$ cat config.mk
export PLATFORM = sky130hd
export DESIGN_NAME = level_limiter
export DESIGN_NICKNAME = d
export VERILOG_FILES = /design/src/hdl/alc_pkg.sv /design/src/hdl/sample_stream_if.sv /design/src/hdl/two_entry_buffer.sv /design/src/hdl/level_limiter.sv
export VERILOG_INCLUDE_DIRS = /design/src /design/src/hdl
export SDC_FILE = /design/constraint.sdc
export NUM_CORES = 1
export LEC_CHECK = 0
export BUFFER_PORTS_ARGS = -buffer_cell sky130_fd_sc_hd__clkbuf_2
export CORE_UTILIZATION = 45
export DETAILED_ROUTE_END_ITERATION = 10
export RECOVER_POWER = 50
export SLEW_MARGIN = 20
export SYNTH_ARGS = -nofsm -noshare
export SYNTH_HDL_FRONTEND = slang
export SYNTH_HIERARCHICAL = 1
export SYNTH_SLANG_ARGS = --single-unit
$ cat constraint.sdc
create_clock -name core_clk_in -period 12 [get_ports core_clk_in]
set_input_delay 1.2 -clock core_clk_in [delete_from_list [all_inputs] [get_ports core_clk_in]]
set_output_delay 1.2 -clock core_clk_in [all_outputs]
set_load 0.01 [all_outputs]
$ cat src/hdl/alc_cfg.svh
// Constants for the battery aware level limiter: offsets, fields, resets, timing.
// Assumes inclusion by bare name from the package and the limiter modules.
`ifndef ALC_CFG_SVH
`define ALC_CFG_SVH

// ******************************
// Register offsets
// ******************************
`define ALC_OFS_GAIN_LIMITS 8'h2c
`define ALC_OFS_STEP_TIMING 8'h2d
`define ALC_OFS_MODE_BATTERY 8'h2e
`define ALC_OFS_EXTRA 8'h2f
`define ALC_OFS_STATUS 8'h30

// ******************************
// Reset values
// ******************************
`define ALC_RST_GAIN_LIMITS 16'h0000
`define ALC_RST_STEP_TIMING 16'h0000
`define ALC_RST_MODE_BATTERY 16'h0000
`define ALC_RST_EXTRA 16'h0020

// ******************************
// Field positions
// ******************************
`define ZERO_CROSS_UPDATE_BIT 14
`define ALC_PKSEL_BIT 11
`define ALC_MAXG_HI 7
`define ALC_MAXG_LO 5
`define ALC_MING_HI 3
`define ALC_MING_LO 1
`define ALC_DCY_HI 15
`define ALC_DCY_LO 12
`define ALC_ATK_HI 11
`define ALC_ATK_LO 8
`define ALC_HLD_HI 7
`define ALC_HLD_LO 4
`define ALC_LVL_HI 3
`define ALC_LVL_LO 1
`define LEVEL_CONTROL_ENABLE_BIT 15
`define ALC_MODE_HI 14
`define ALC_MODE_LO 12
`define ALC_RATIO_HI 11
`define ALC_RATIO_LO 10
`define ALC_THR_HI 9
`define ALC_THR_LO 5

// ******************************
// Modes and gain scale
// ******************************
`define ALC_MODE_NORMAL 3'h2
`define ALC_MODE_LOWBAT 3'h3
`define ALC_MODE_RATIO 3'h4
`define ALC_GAIN_FIELD_TOP 3'h7

// ******************************
// Timing, base interval per field code zero
// ******************************
`define ALC_CLK_PERIOD_NS 100
`define ALC_ATK_BASE_NS 2000
`define ALC_DCY_BASE_NS 500000
`define ALC_HLD_BASE_NS 1000000

`endif

$ cat src/hdl/alc_pkg.sv
// Types shared by the level limiter modules.
// Assumes alc_cfg.svh is on the include path.
package alc_pkg;
  `include "alc_cfg.svh"

  typedef enum logic [2:0] {ST_IDLE, ST_MONITOR, ST_ATTACK, ST_HOLD, ST_RELEASE} alc_state_t;
  typedef logic [7:0] atten_t;
  typedef logic [15:0] word_t;
endpackage

$ cat src/hdl/sample_stream_if.sv
// Valid/ready sample stream between the limiter core and its output buffer.
// Assumes both ends share one clock.
`timescale 1ns/1ns
`default_nettype none
interface sample_stream_if #(parameter int WIDTH = 16);
  logic [WIDTH-1:0] data;
  logic valid;
  logic ready;
  modport src (output data, output valid, input ready);
  modport snk (input data, input valid, output ready);
endinterface
`default_nettype wire

$ cat src/hdl/two_entry_buffer.sv
// Small valid/ready buffer that absorbs receiver stalls without losing a word.
// Assumes one clock, synchronous active-high reset and a common clock enable.
`timescale 1ns/1ns
`default_nettype none
module two_entry_buffer #(
  parameter int WIDTH = 16,
  parameter int DEPTH = 2
) (
  input wire logic core_clk_in,
  input wire logic reset_in,
  input wire logic clk_en_in,
  sample_stream_if.snk push,
  sample_stream_if.src pop
);
  localparam int PW = (DEPTH > 1) ? $clog2(DEPTH) : 1;
  localparam logic [PW:0] FULL = (PW + 1)'(DEPTH);

  logic [WIDTH-1:0] mem [DEPTH];
  logic [WIDTH-1:0] next_mem [DEPTH];
  logic [PW-1:0] wr_ptr, rd_ptr, next_wr_ptr, next_rd_ptr;
  logic [PW:0] count, next_count;
  logic do_push, do_pop;

  assign push.ready = (count != FULL);
  assign pop.valid = (count != '0);
  assign pop.data = mem[rd_ptr];
  assign do_push = push.valid && push.ready && clk_en_in;
  assign do_pop = pop.valid && pop.ready && clk_en_in;

  // Pointers wrap at depth, so depth need not be a power of two
  always_comb begin
    next_wr_ptr = wr_ptr;
    next_rd_ptr = rd_ptr;
    next_count = count;
    if (do_push) begin
      next_wr_ptr = (wr_ptr == PW'(DEPTH - 1)) ? '0 : PW'(wr_ptr + 1'b1);
    end
    if (do_pop) begin
      next_rd_ptr = (rd_ptr == PW'(DEPTH - 1)) ? '0 : PW'(rd_ptr + 1'b1);
    end
    if (do_push && !do_pop) begin
      next_count = (PW + 1)'(count + 1'b1);
    end else if (do_pop && !do_push) begin
      next_count = (PW + 1)'(count - 1'b1);
    end
  end

  generate
    for (genvar i = 0; i < DEPTH; i++) begin : g_entry
      always_comb begin
        next_mem[i] = mem[i];
        if (do_push && (wr_ptr == PW'(i))) begin
          next_mem[i] = push.data;
        end
      end
      always_ff @(posedge core_clk_in) begin
        mem[i] <= next_mem[i];
      end
    end
  endgenerate

  always_ff @(posedge core_clk_in) begin
    if (reset_in) begin
      wr_ptr <= '0;
      rd_ptr <= '0;
      count <= '0;
    end else begin
      wr_ptr <= next_wr_ptr;
      rd_ptr <= next_rd_ptr;
      count <= next_count;
    end
  end
endmodule
`default_nettype wire

$ cat src/hdl/level_limiter.sv
// Battery aware level limiter: registers, attack/hold/release control, gain stage.
// Assumes the battery code comes from on-chip logic on the same clock.
`timescale 1ns/1ns
`default_nettype none
`include "alc_cfg.svh"
module level_limiter
  import alc_pkg::*;
#(
  parameter int DCY_BASE_CYC = (`ALC_DCY_BASE_NS + `ALC_CLK_PERIOD_NS - 1) / `ALC_CLK_PERIOD_NS,
  parameter int HLD_BASE_CYC = (`ALC_HLD_BASE_NS + `ALC_CLK_PERIOD_NS - 1) / `ALC_CLK_PERIOD_NS,
  parameter int GAIN_STEPS_PER_FIELD = 16
) (
  input wire logic core_clk_in,
  input wire logic reset_in,
  input wire logic clk_en_in,
  input wire logic [7:0] reg_addr_in,
  input wire logic [15:0] reg_wdata_in,
  input wire logic reg_write_in,
  input wire logic reg_read_in,
  output logic [15:0] reg_rdata_out,
  input wire logic [4:0] battery_code_in,
  input wire logic [15:0] sample_in,
  input wire logic sample_valid_in,
  output logic sample_ready_out,
  output logic [15:0] sample_out,
  output logic sample_valid_out,
  input wire logic sample_ready_in,
  output logic [7:0] gain_atten_out,
  output logic limiting_active_out
);
  localparam int ATK_BASE_CYC = (`ALC_ATK_BASE_NS + `ALC_CLK_PERIOD_NS - 1) / `ALC_CLK_PERIOD_NS;

  // ******************************
  // Register file
  // ******************************
  word_t gain_limits, step_timing, mode_battery, extra;
  word_t next_gain_limits, next_step_timing, next_mode_battery, next_extra;
  word_t next_rdata;
  alc_state_t state, next_state;
  atten_t atten, next_atten, applied, next_applied;

  always_comb begin
    next_gain_limits = gain_limits;
    next_step_timing = step_timing;
    next_mode_battery = mode_battery;
    next_extra = extra;
    if (reg_write_in) begin
      case (reg_addr_in)
        `ALC_OFS_GAIN_LIMITS: next_gain_limits = reg_wdata_in;
        `ALC_OFS_STEP_TIMING: next_step_timing = reg_wdata_in;
        `ALC_OFS_MODE_BATTERY: next_mode_battery = reg_wdata_in;
        `ALC_OFS_EXTRA: next_extra = reg_wdata_in;
        default: next_gain_limits = gain_limits;
      endcase
    end
    next_rdata = reg_rdata_out;
    if (reg_read_in) begin
      case (reg_addr_in)
        `ALC_OFS_GAIN_LIMITS: next_rdata = gain_limits;
        `ALC_OFS_STEP_TIMING: next_rdata = step_timing;
        `ALC_OFS_MODE_BATTERY: next_rdata = mode_battery;
        `ALC_OFS_EXTRA: next_rdata = extra;
        `ALC_OFS_STATUS: next_rdata = {5'h00, state, atten};
        default: next_rdata = 16'h0000;
      endcase
    end
  end

  always_ff @(posedge core_clk_in) begin
    if (reset_in) begin
      gain_limits <= `ALC_RST_GAIN_LIMITS;
      step_timing <= `ALC_RST_STEP_TIMING;
      mode_battery <= `ALC_RST_MODE_BATTERY;
      extra <= `ALC_RST_EXTRA;
      reg_rdata_out <= 16'h0000;
    end else if (clk_en_in) begin
      gain_limits <= next_gain_limits;
      step_timing <= next_step_timing;
      mode_battery <= next_mode_battery;
      extra <= next_extra;
      reg_rdata_out <= next_rdata;
    end
  end

  // ******************************
  // Field decode and engagement
  // ******************************
  logic enable, en_prev, en_rise, below, engaged;
  logic [2:0] mode;
  logic [4:0] threshold;
  atten_t atten_min, atten_max;

  assign enable = mode_battery[`LEVEL_CONTROL_ENABLE_BIT];
  assign mode = mode_battery[`ALC_MODE_HI:`ALC_MODE_LO];
  assign threshold = mode_battery[`ALC_THR_HI:`ALC_THR_LO];
  assign en_rise = enable && !en_prev;
  // Higher code means lower voltage, so a plain code compare suffices
  assign below = (battery_code_in > threshold);

  // Attenuation counts 0.1875 dB steps; each gain field code spans a fixed step count
  assign atten_min = 8'((`ALC_GAIN_FIELD_TOP - gain_limits[`ALC_MAXG_HI:`ALC_MAXG_LO])
                        * GAIN_STEPS_PER_FIELD);
  assign atten_max = 8'((`ALC_GAIN_FIELD_TOP - gain_limits[`ALC_MING_HI:`ALC_MING_LO])
                        * GAIN_STEPS_PER_FIELD);

  always_comb begin
    case (mode)
      `ALC_MODE_NORMAL: engaged = 1'b1;
      `ALC_MODE_LOWBAT: engaged = below;
      `ALC_MODE_RATIO: engaged = 1'b1;
      default: engaged = 1'b0;
    endcase
  end

  // ******************************
  // Target level and ratio tracking
  // ******************************
  word_t base_target, ratio_target, next_ratio_target, target, hold_level, reduction;
  logic [7:0] ratio_mul;
  logic [4:0] battery_prev;
  logic recharging, next_recharging, freeze;

  assign base_target = {1'b0, step_timing[`ALC_LVL_HI:`ALC_LVL_LO], 12'hfff};
  assign ratio_mul = 8'(({1'b0, mode_battery[`ALC_RATIO_HI:`ALC_RATIO_LO]} + 3'h1)
                        * (battery_code_in - threshold));
  assign reduction = {ratio_mul, 8'h00};
  assign target = (mode == `ALC_MODE_RATIO && below) ? ratio_target : base_target;
  // About 1.47 dB under target, close enough for shift-only arithmetic
  assign hold_level = 16'(target - (target >> 3) - (target >> 5));
  assign freeze = (mode == `ALC_MODE_RATIO) && below && recharging;

  always_comb begin
    next_ratio_target = ratio_target;
    // A reduction past zero keeps the last positive target
    if (!below || reduction < base_target) begin
      next_ratio_target = below ? 16'(base_target - reduction) : base_target;
    end
    next_recharging = below && (recharging || (battery_code_in < battery_prev));
  end

  // ******************************
  // Peak detection and gain stage
  // ******************************
  sample_stream_if #(.WIDTH(16)) push_if ();
  sample_stream_if #(.WIDTH(16)) pop_if ();
  logic signed [25:0] product;
  logic [8:0] mant;
  word_t gained, mag, peak, next_peak, peak_now;
  logic fire, last_neg, zc_event, step;

  assign fire = sample_valid_in && push_if.ready;
  assign mant = 9'h100 - {2'h0, applied[4:0], 2'h0};
  assign product = $signed(sample_in) * $signed({1'b0, mant});
  assign gained = 16'(product >>> (5'd8 + {2'h0, applied[7:5]}));
  // Select set: true negation; clear: one's complement rectifier
  assign mag = !gained[15] ? gained :
               (gain_limits[`ALC_PKSEL_BIT] ? 16'(-gained) : ~gained);
  assign peak_now = (fire && mag > peak) ? mag : peak;
  assign zc_event = fire && ((sample_in[15] != last_neg) || sample_in == 16'h0000);

  always_comb begin
    next_peak = step ? 16'h0000 : peak_now;
    next_applied = applied;
    if (!gain_limits[`ZERO_CROSS_UPDATE_BIT] || zc_event) begin
      next_applied = atten;
    end
  end

  // ******************************
  // Step timer
  // ******************************
  logic [31:0] interval, tcount, next_tcount;

  always_comb begin
    case (state)
      ST_ATTACK: interval = 32'(ATK_BASE_CYC) << step_timing[`ALC_ATK_HI:`ALC_ATK_LO];
      ST_HOLD: interval = 32'(HLD_BASE_CYC) << step_timing[`ALC_HLD_HI:`ALC_HLD_LO];
      ST_RELEASE: interval = 32'(DCY_BASE_CYC) << step_timing[`ALC_DCY_HI:`ALC_DCY_LO];
      default: interval = 32'h0000_0001;
    endcase
    step = (state == ST_ATTACK || state == ST_HOLD || state == ST_RELEASE)
           && (tcount >= 32'(interval - 1));
    next_tcount = (step || next_state != state || freeze) ? 32'h0 : 32'(tcount + 1);
  end

  // ******************************
  // Attack, hold, release control
  // ******************************
  always_comb begin
    next_state = state;
    next_atten = atten;
    if (!enable || !engaged) begin
      next_state = ST_IDLE;
      next_atten = atten_min;
    end else if (en_rise || state == ST_IDLE) begin
      next_state = ST_MONITOR;
      next_atten = atten_min;
    end else if (!freeze) begin
      case (state)
        ST_MONITOR: begin
          if (peak_now > target) next_state = ST_ATTACK;
        end
        ST_ATTACK: begin
          if (step) begin
            if (peak_now > target) begin
              if (atten < atten_max) next_atten = 8'(atten + 1'b1);
            end else if (peak_now < hold_level) begin
              next_state = ST_HOLD;
            end
          end
        end
        ST_HOLD: begin
          if (step) next_state = ST_RELEASE;
        end
        ST_RELEASE: begin
          if (step) begin
            if (peak_now > target) next_state = ST_ATTACK;
            else if (atten <= atten_min) next_state = ST_MONITOR;
            else next_atten = 8'(atten - 1'b1);
          end
        end
        default: next_state = ST_IDLE;
      endcase
    end
  end

  always_ff @(posedge core_clk_in) begin
    if (reset_in) begin
      state <= ST_IDLE;
      atten <= 8'h00;
      applied <= 8'h00;
      en_prev <= 1'b0;
      peak <= 16'h0000;
      tcount <= 32'h0;
      ratio_target <= 16'h0000;
      recharging <= 1'b0;
      battery_prev <= 5'h00;
      last_neg <= 1'b0;
    end else if (clk_en_in) begin
      state <= next_state;
      atten <= next_atten;
      applied <= next_applied;
      en_prev <= enable;
      peak <= next_peak;
      tcount <= next_tcount;
      ratio_target <= next_ratio_target;
      recharging <= next_recharging;
      battery_prev <= battery_code_in;
      last_neg <= fire ? sample_in[15] : last_neg;
    end
  end

  // ******************************
  // Output buffer and ports
  // ******************************
  assign push_if.data = gained;
  assign push_if.valid = sample_valid_in;
  assign sample_ready_out = push_if.ready;
  assign sample_out = pop_if.data;
  assign sample_valid_out = pop_if.valid;
  assign pop_if.ready = sample_ready_in;
  assign gain_atten_out = applied;
  assign limiting_active_out = (state != ST_IDLE);

  two_entry_buffer #(.WIDTH(16), .DEPTH(2)) u_buffer (
    .core_clk_in(core_clk_in),
    .reset_in(reset_in),
    .clk_en_in(clk_en_in),
    .push(push_if.snk),
    .pop(pop_if.src)
  );
endmodule
`default_nettype wire

==> results by group <==
Critical path
  • Kind of critical path: reg2reg
  • Req. time, crit path: 12.40 ns
  • R2R depth: 42
  • Critical Path Start Type: flip-flop
  • Cell mode on critical path: ha_1
  • Crit Path Max Fanout: 31
  • Critical Path AT: 11.85 ns
  • Worst Setup End Kind: flip-flop
  • Crit-path max cell delay: 0.53 ns
  • Slowest-stage cell, CP: a221o_2

Route
  • DR vias/cell: 5.74
  • WL met2: 27.3 mm
  • Wl on met1: 25.8 mm
  • Top sig layer: met4
  • Routed vias: 17,875
  • 1st-pass router iterations: 5
  • Drt drc: 0
  • DR WL met3: 2.33 mm
  • Wire per inst: 18.2 µm
  • Iteration-0 DRC Markers: 1,145
  • Antenna viol nets, final: 0
  • Final WL: 56.8 mm

Layout
  • Final core utilization: 51.4%
  • Final net count: 2,875
  • Layout cells sized above 1: 11.2%
  • Area Growth Syn to Fin: 11.7%
  • N_diodes: 0
  • Non-Filler Instances: 3,116
  • Post-route design area: 22,300 µm²

Place
  • DP Wirelength: 43.5 mm
  • Placement-stage cell area: 21,200 µm²
  • Port bufs: 94
  • Inst Count DP: 3,059
  • Gp weighted congestion: 0.915

Logic synthesis
  • Mapped Avg Cell Area: 8.19 µm²
  • Synth Area in Compound Gates: 17.6%
  • Ys async rst share: 0%
  • EDFF count, synth: 32
  • Number of synthesis warnings: 6
  • Mapped Area: 20,000 µm²
  • Distinct cell type count after synthesis: 88
  • Sequential-to-total area share from yosys stat: 21.7%
  • #FFs+latches synth: 201
  • Post-synth top flop: dfxtp_1
  • Post-Syn Instances: 2,441
  • Simple-gate portion of the synthesized area: 21.6%
  • Post-synthesis adder-cell area fraction: 23.3%
  • Largest family of logic cells by synthesized area: adder cells
  • Post-synthesis mux area share: 4.96%
  • Xor and xnor area share after synthesis: 4.51%

Status
  • Status: finished with violations
  • Failing checks: max-capacitance violations, max-slew violations

Floorplan
  • Die X: 213 µm
  • DIE AREA: 45,200 µm²
  • Core Area: 43,500 µm²
  • Starting density of the core: 46.0%
  • FP Rows: 76
  • Ports: 95
  • Height of the chip: 213 µm

Clocking
  • Clock latency on the worst-skew pair: 0.55 ns
  • Clk sinks: 201
  • Clock root cell: clkbuf_16
  • Clock transition at path regs: 0.06 ns
  • H-Tree Depth: 1
  • CTS buffer count: 26
  • Max Buffers Root-to-Sink: 3
  • CTS tree: done

Pwr
  • Leakage: 9.54 nW
  • Maximum resistive drop on vdd: 0.0000997 V
  • PwrDens: 105 nW/µm²

STA
  • Final hold violation count: 0
  • Slew @ Worst Pin: 2.27 ns
  • FMAX: 87.3 MHz
  • Final min period: 11.46 ns
  • Slew headroom: -51.4%
  • Hold slack: 0.454 ns
  • Fin crit share: 95.5%
  • Worst Skew: 0.0199 ns
  • Max Transition Viols Final: 40
  • Final setup fails: 0

Global routing
  • GRT Total Usage: 25.4%
  • Largest net degree at the start of global routing: 85
  • Vias in the first global route: 17,770
  • First-pass GRT wire length: 92.5 mm
  • Initial antenna violation count: 0
  • Global route overflow: 0

Worst hold path
  • Worst Hold Path Cells: 2
  • Hold Path Class: reg2reg

Flow run
  • Max Cap Viol: 1
## synth_stat cells (all sizes together) (7+ instances only)
cell type,count,area share (%)
a21boi,9,0.34
ha,212,13
nand2b,26,0.85
a22o,9,0.39
fa,100,10
buf,17,0.40
and3,43,1.4
o22ai,17,0.53
or2,18,0.56
mux2i,54,2.7
a31oi,19,0.59
inv,210,3.9
and2,93,2.9
nand4,37,1.2
o21bai,10,0.38
a32oi,7,0.31
or3,10,0.31
edfxtp,32,4.8
nor3,85,2.1
nand2,272,5.1
a211oi,38,1.4
a311oi,9,0.39
o21ai,78,2.0
a22oi,18,0.68
xnor2,62,2.7
nand3,46,1.2
mux2,28,1.6
a21o,47,1.8
o21a,15,0.56
dfxtp,169,17
xor2,41,1.8
nor2,168,3.2
nor2b,20,0.63
clkbuf,102,1.9
nor4,23,0.75
o211ai,14,0.53
a21oi,166,4.2
o31ai,13,0.49
## worst max-delay path: cells and delay by family, from the launching register on
kind	cells	cell delay, ns
xor gates and xnor gates	1	0.20
muxes	1	0.53
DFF	1	0.38
and+or+nand+nor	10	2.46
AOI/OAI and AO/OA	17	3.63
buffers and inverters	4	0.59
adders and majority gates	9	3.46
## kinds of logic (layout without fill, tap and decap cells)
group | after synthesis | in the layout
AND/OR/NAND/NOR | 874 | 874
other | 1 | 3
AO/OA/AOI/OAI | 532 | 532
flip-flops | 201 | 201
adder cells (fa/ha/maj) | 312 | 312
XOR/XNOR | 103 | 103
buffers and inverters | 330 | 418
multiplexers | 88 | 88
## cells in the final DEF, fill, tap and decap left out, types with 11 or more instances in the layout
cell | synthesis | final
and2_1 | 92 | 90
o31ai_1 | 13 | 11
ha_1 | 212 | 209
nor2b_1 | 20 | 20
nand2_1 | 272 | 272
clkbuf_16 | 0 | 27
nor4_1 | 22 | 20
a31oi_1 | 19 | 16
dfxtp_1 | 169 | 169
clkbuf_2 | 0 | 71
inv_1 | 210 | 210
nor3_1 | 85 | 82
o211ai_1 | 14 | 14
nand4_1 | 36 | 36
o21a_1 | 15 | 15
a22oi_1 | 18 | 17
or2_2 | 18 | 16
xnor2_1 | 62 | 59
a21oi_1 | 165 | 159
nand2b_1 | 25 | 26
a21o_1 | 47 | 47
mux2_2 | 28 | 28
buf_4 | 0 | 58
nand3_1 | 46 | 46
o21ai_0 | 77 | 71
xor2_1 | 41 | 40
edfxtp_1 | 32 | 32
and3_1 | 42 | 42
a211oi_1 | 38 | 35
fa_1 | 100 | 100
o22ai_1 | 17 | 17
mux2i_1 | 54 | 54
nor2_1 | 167 | 165
clkbuf_1 | 102 | 29
## stage by stage
| step | worst slack (ns) | power, W | TNS (ns) |
|---|---|---|---|
| global route | -0.0216 | 0.00249 | -0.0284 |
| global placement | 0.195 | 0.00153 | 0 |
| CTS | 0.155 | 0.00232 | 0 |
| detailed placement | -0.00222 | 0.00155 | -0.00250 |
| finish | 0.543 | 0.00235 | 0 |
| floorplan | 0.377 | 0.00130 | 0 |
## sequential cells by signal, indices dropped and copies added (netlist names), named ones only
signal           flops
reg_rdata_out       16
gain_atten_out       8
recharging           1
u_buffer/mem        32
mode_battery        16
u_buffer/count       2
u_buffer/rd_ptr      1
tcount              32
gain_limits         16
atten                8
ratio_target         9
u_buffer/wr_ptr      1
state                3
peak                16
extra               16
en_prev              1
battery_prev         5
step_timing         16
last_neg             1
## routing by layer
layer	up-vias	track usage (%)
met5	-	0
met4	0	7.22
met3	86	3.00
met2	409	44.3
met1	8645	32.9
li1	8735	-
## layout make-up
class                      instances  area (µm²)
clock inverter                    12         111
inverter                         211         792
multi-input combinational       1912       14600
timing repair buffer             159         991
sequential                       201        4340
fill                            4281       21100
tap                              585         732
clock buffer                      36         738
## repair_timing
item                       4_1_cts  5_1_grt
resized for setup                2       46
cloned                           0        1
setup buffers                    0        8
pin swaps                        0        8
hold buffers                     0        0
setup endpoints to repair       31       42
## where the power goes
group | internal (W) | switching [W]
registers | 0.000722 | 0.0000191
logic | 0.000349 | 0.000495
clock network | 0.000453 | 0.000312
## final timing paths
| path | start | to | slack (ns) |
|---|---|---|---|
| setup / recovery | gain_atten_out[0] | tcount[27] | 0.54 |
| hold / removal | gain_limits[0] | gain_limits[0] | 0.45 |
| setup reg to reg | gain_atten_out[0] | tcount[27] | 0.54 |
| hold reg to reg | gain_limits[0] | gain_limits[0] | 0.45 |
Power figures use the tool's default switching activity.
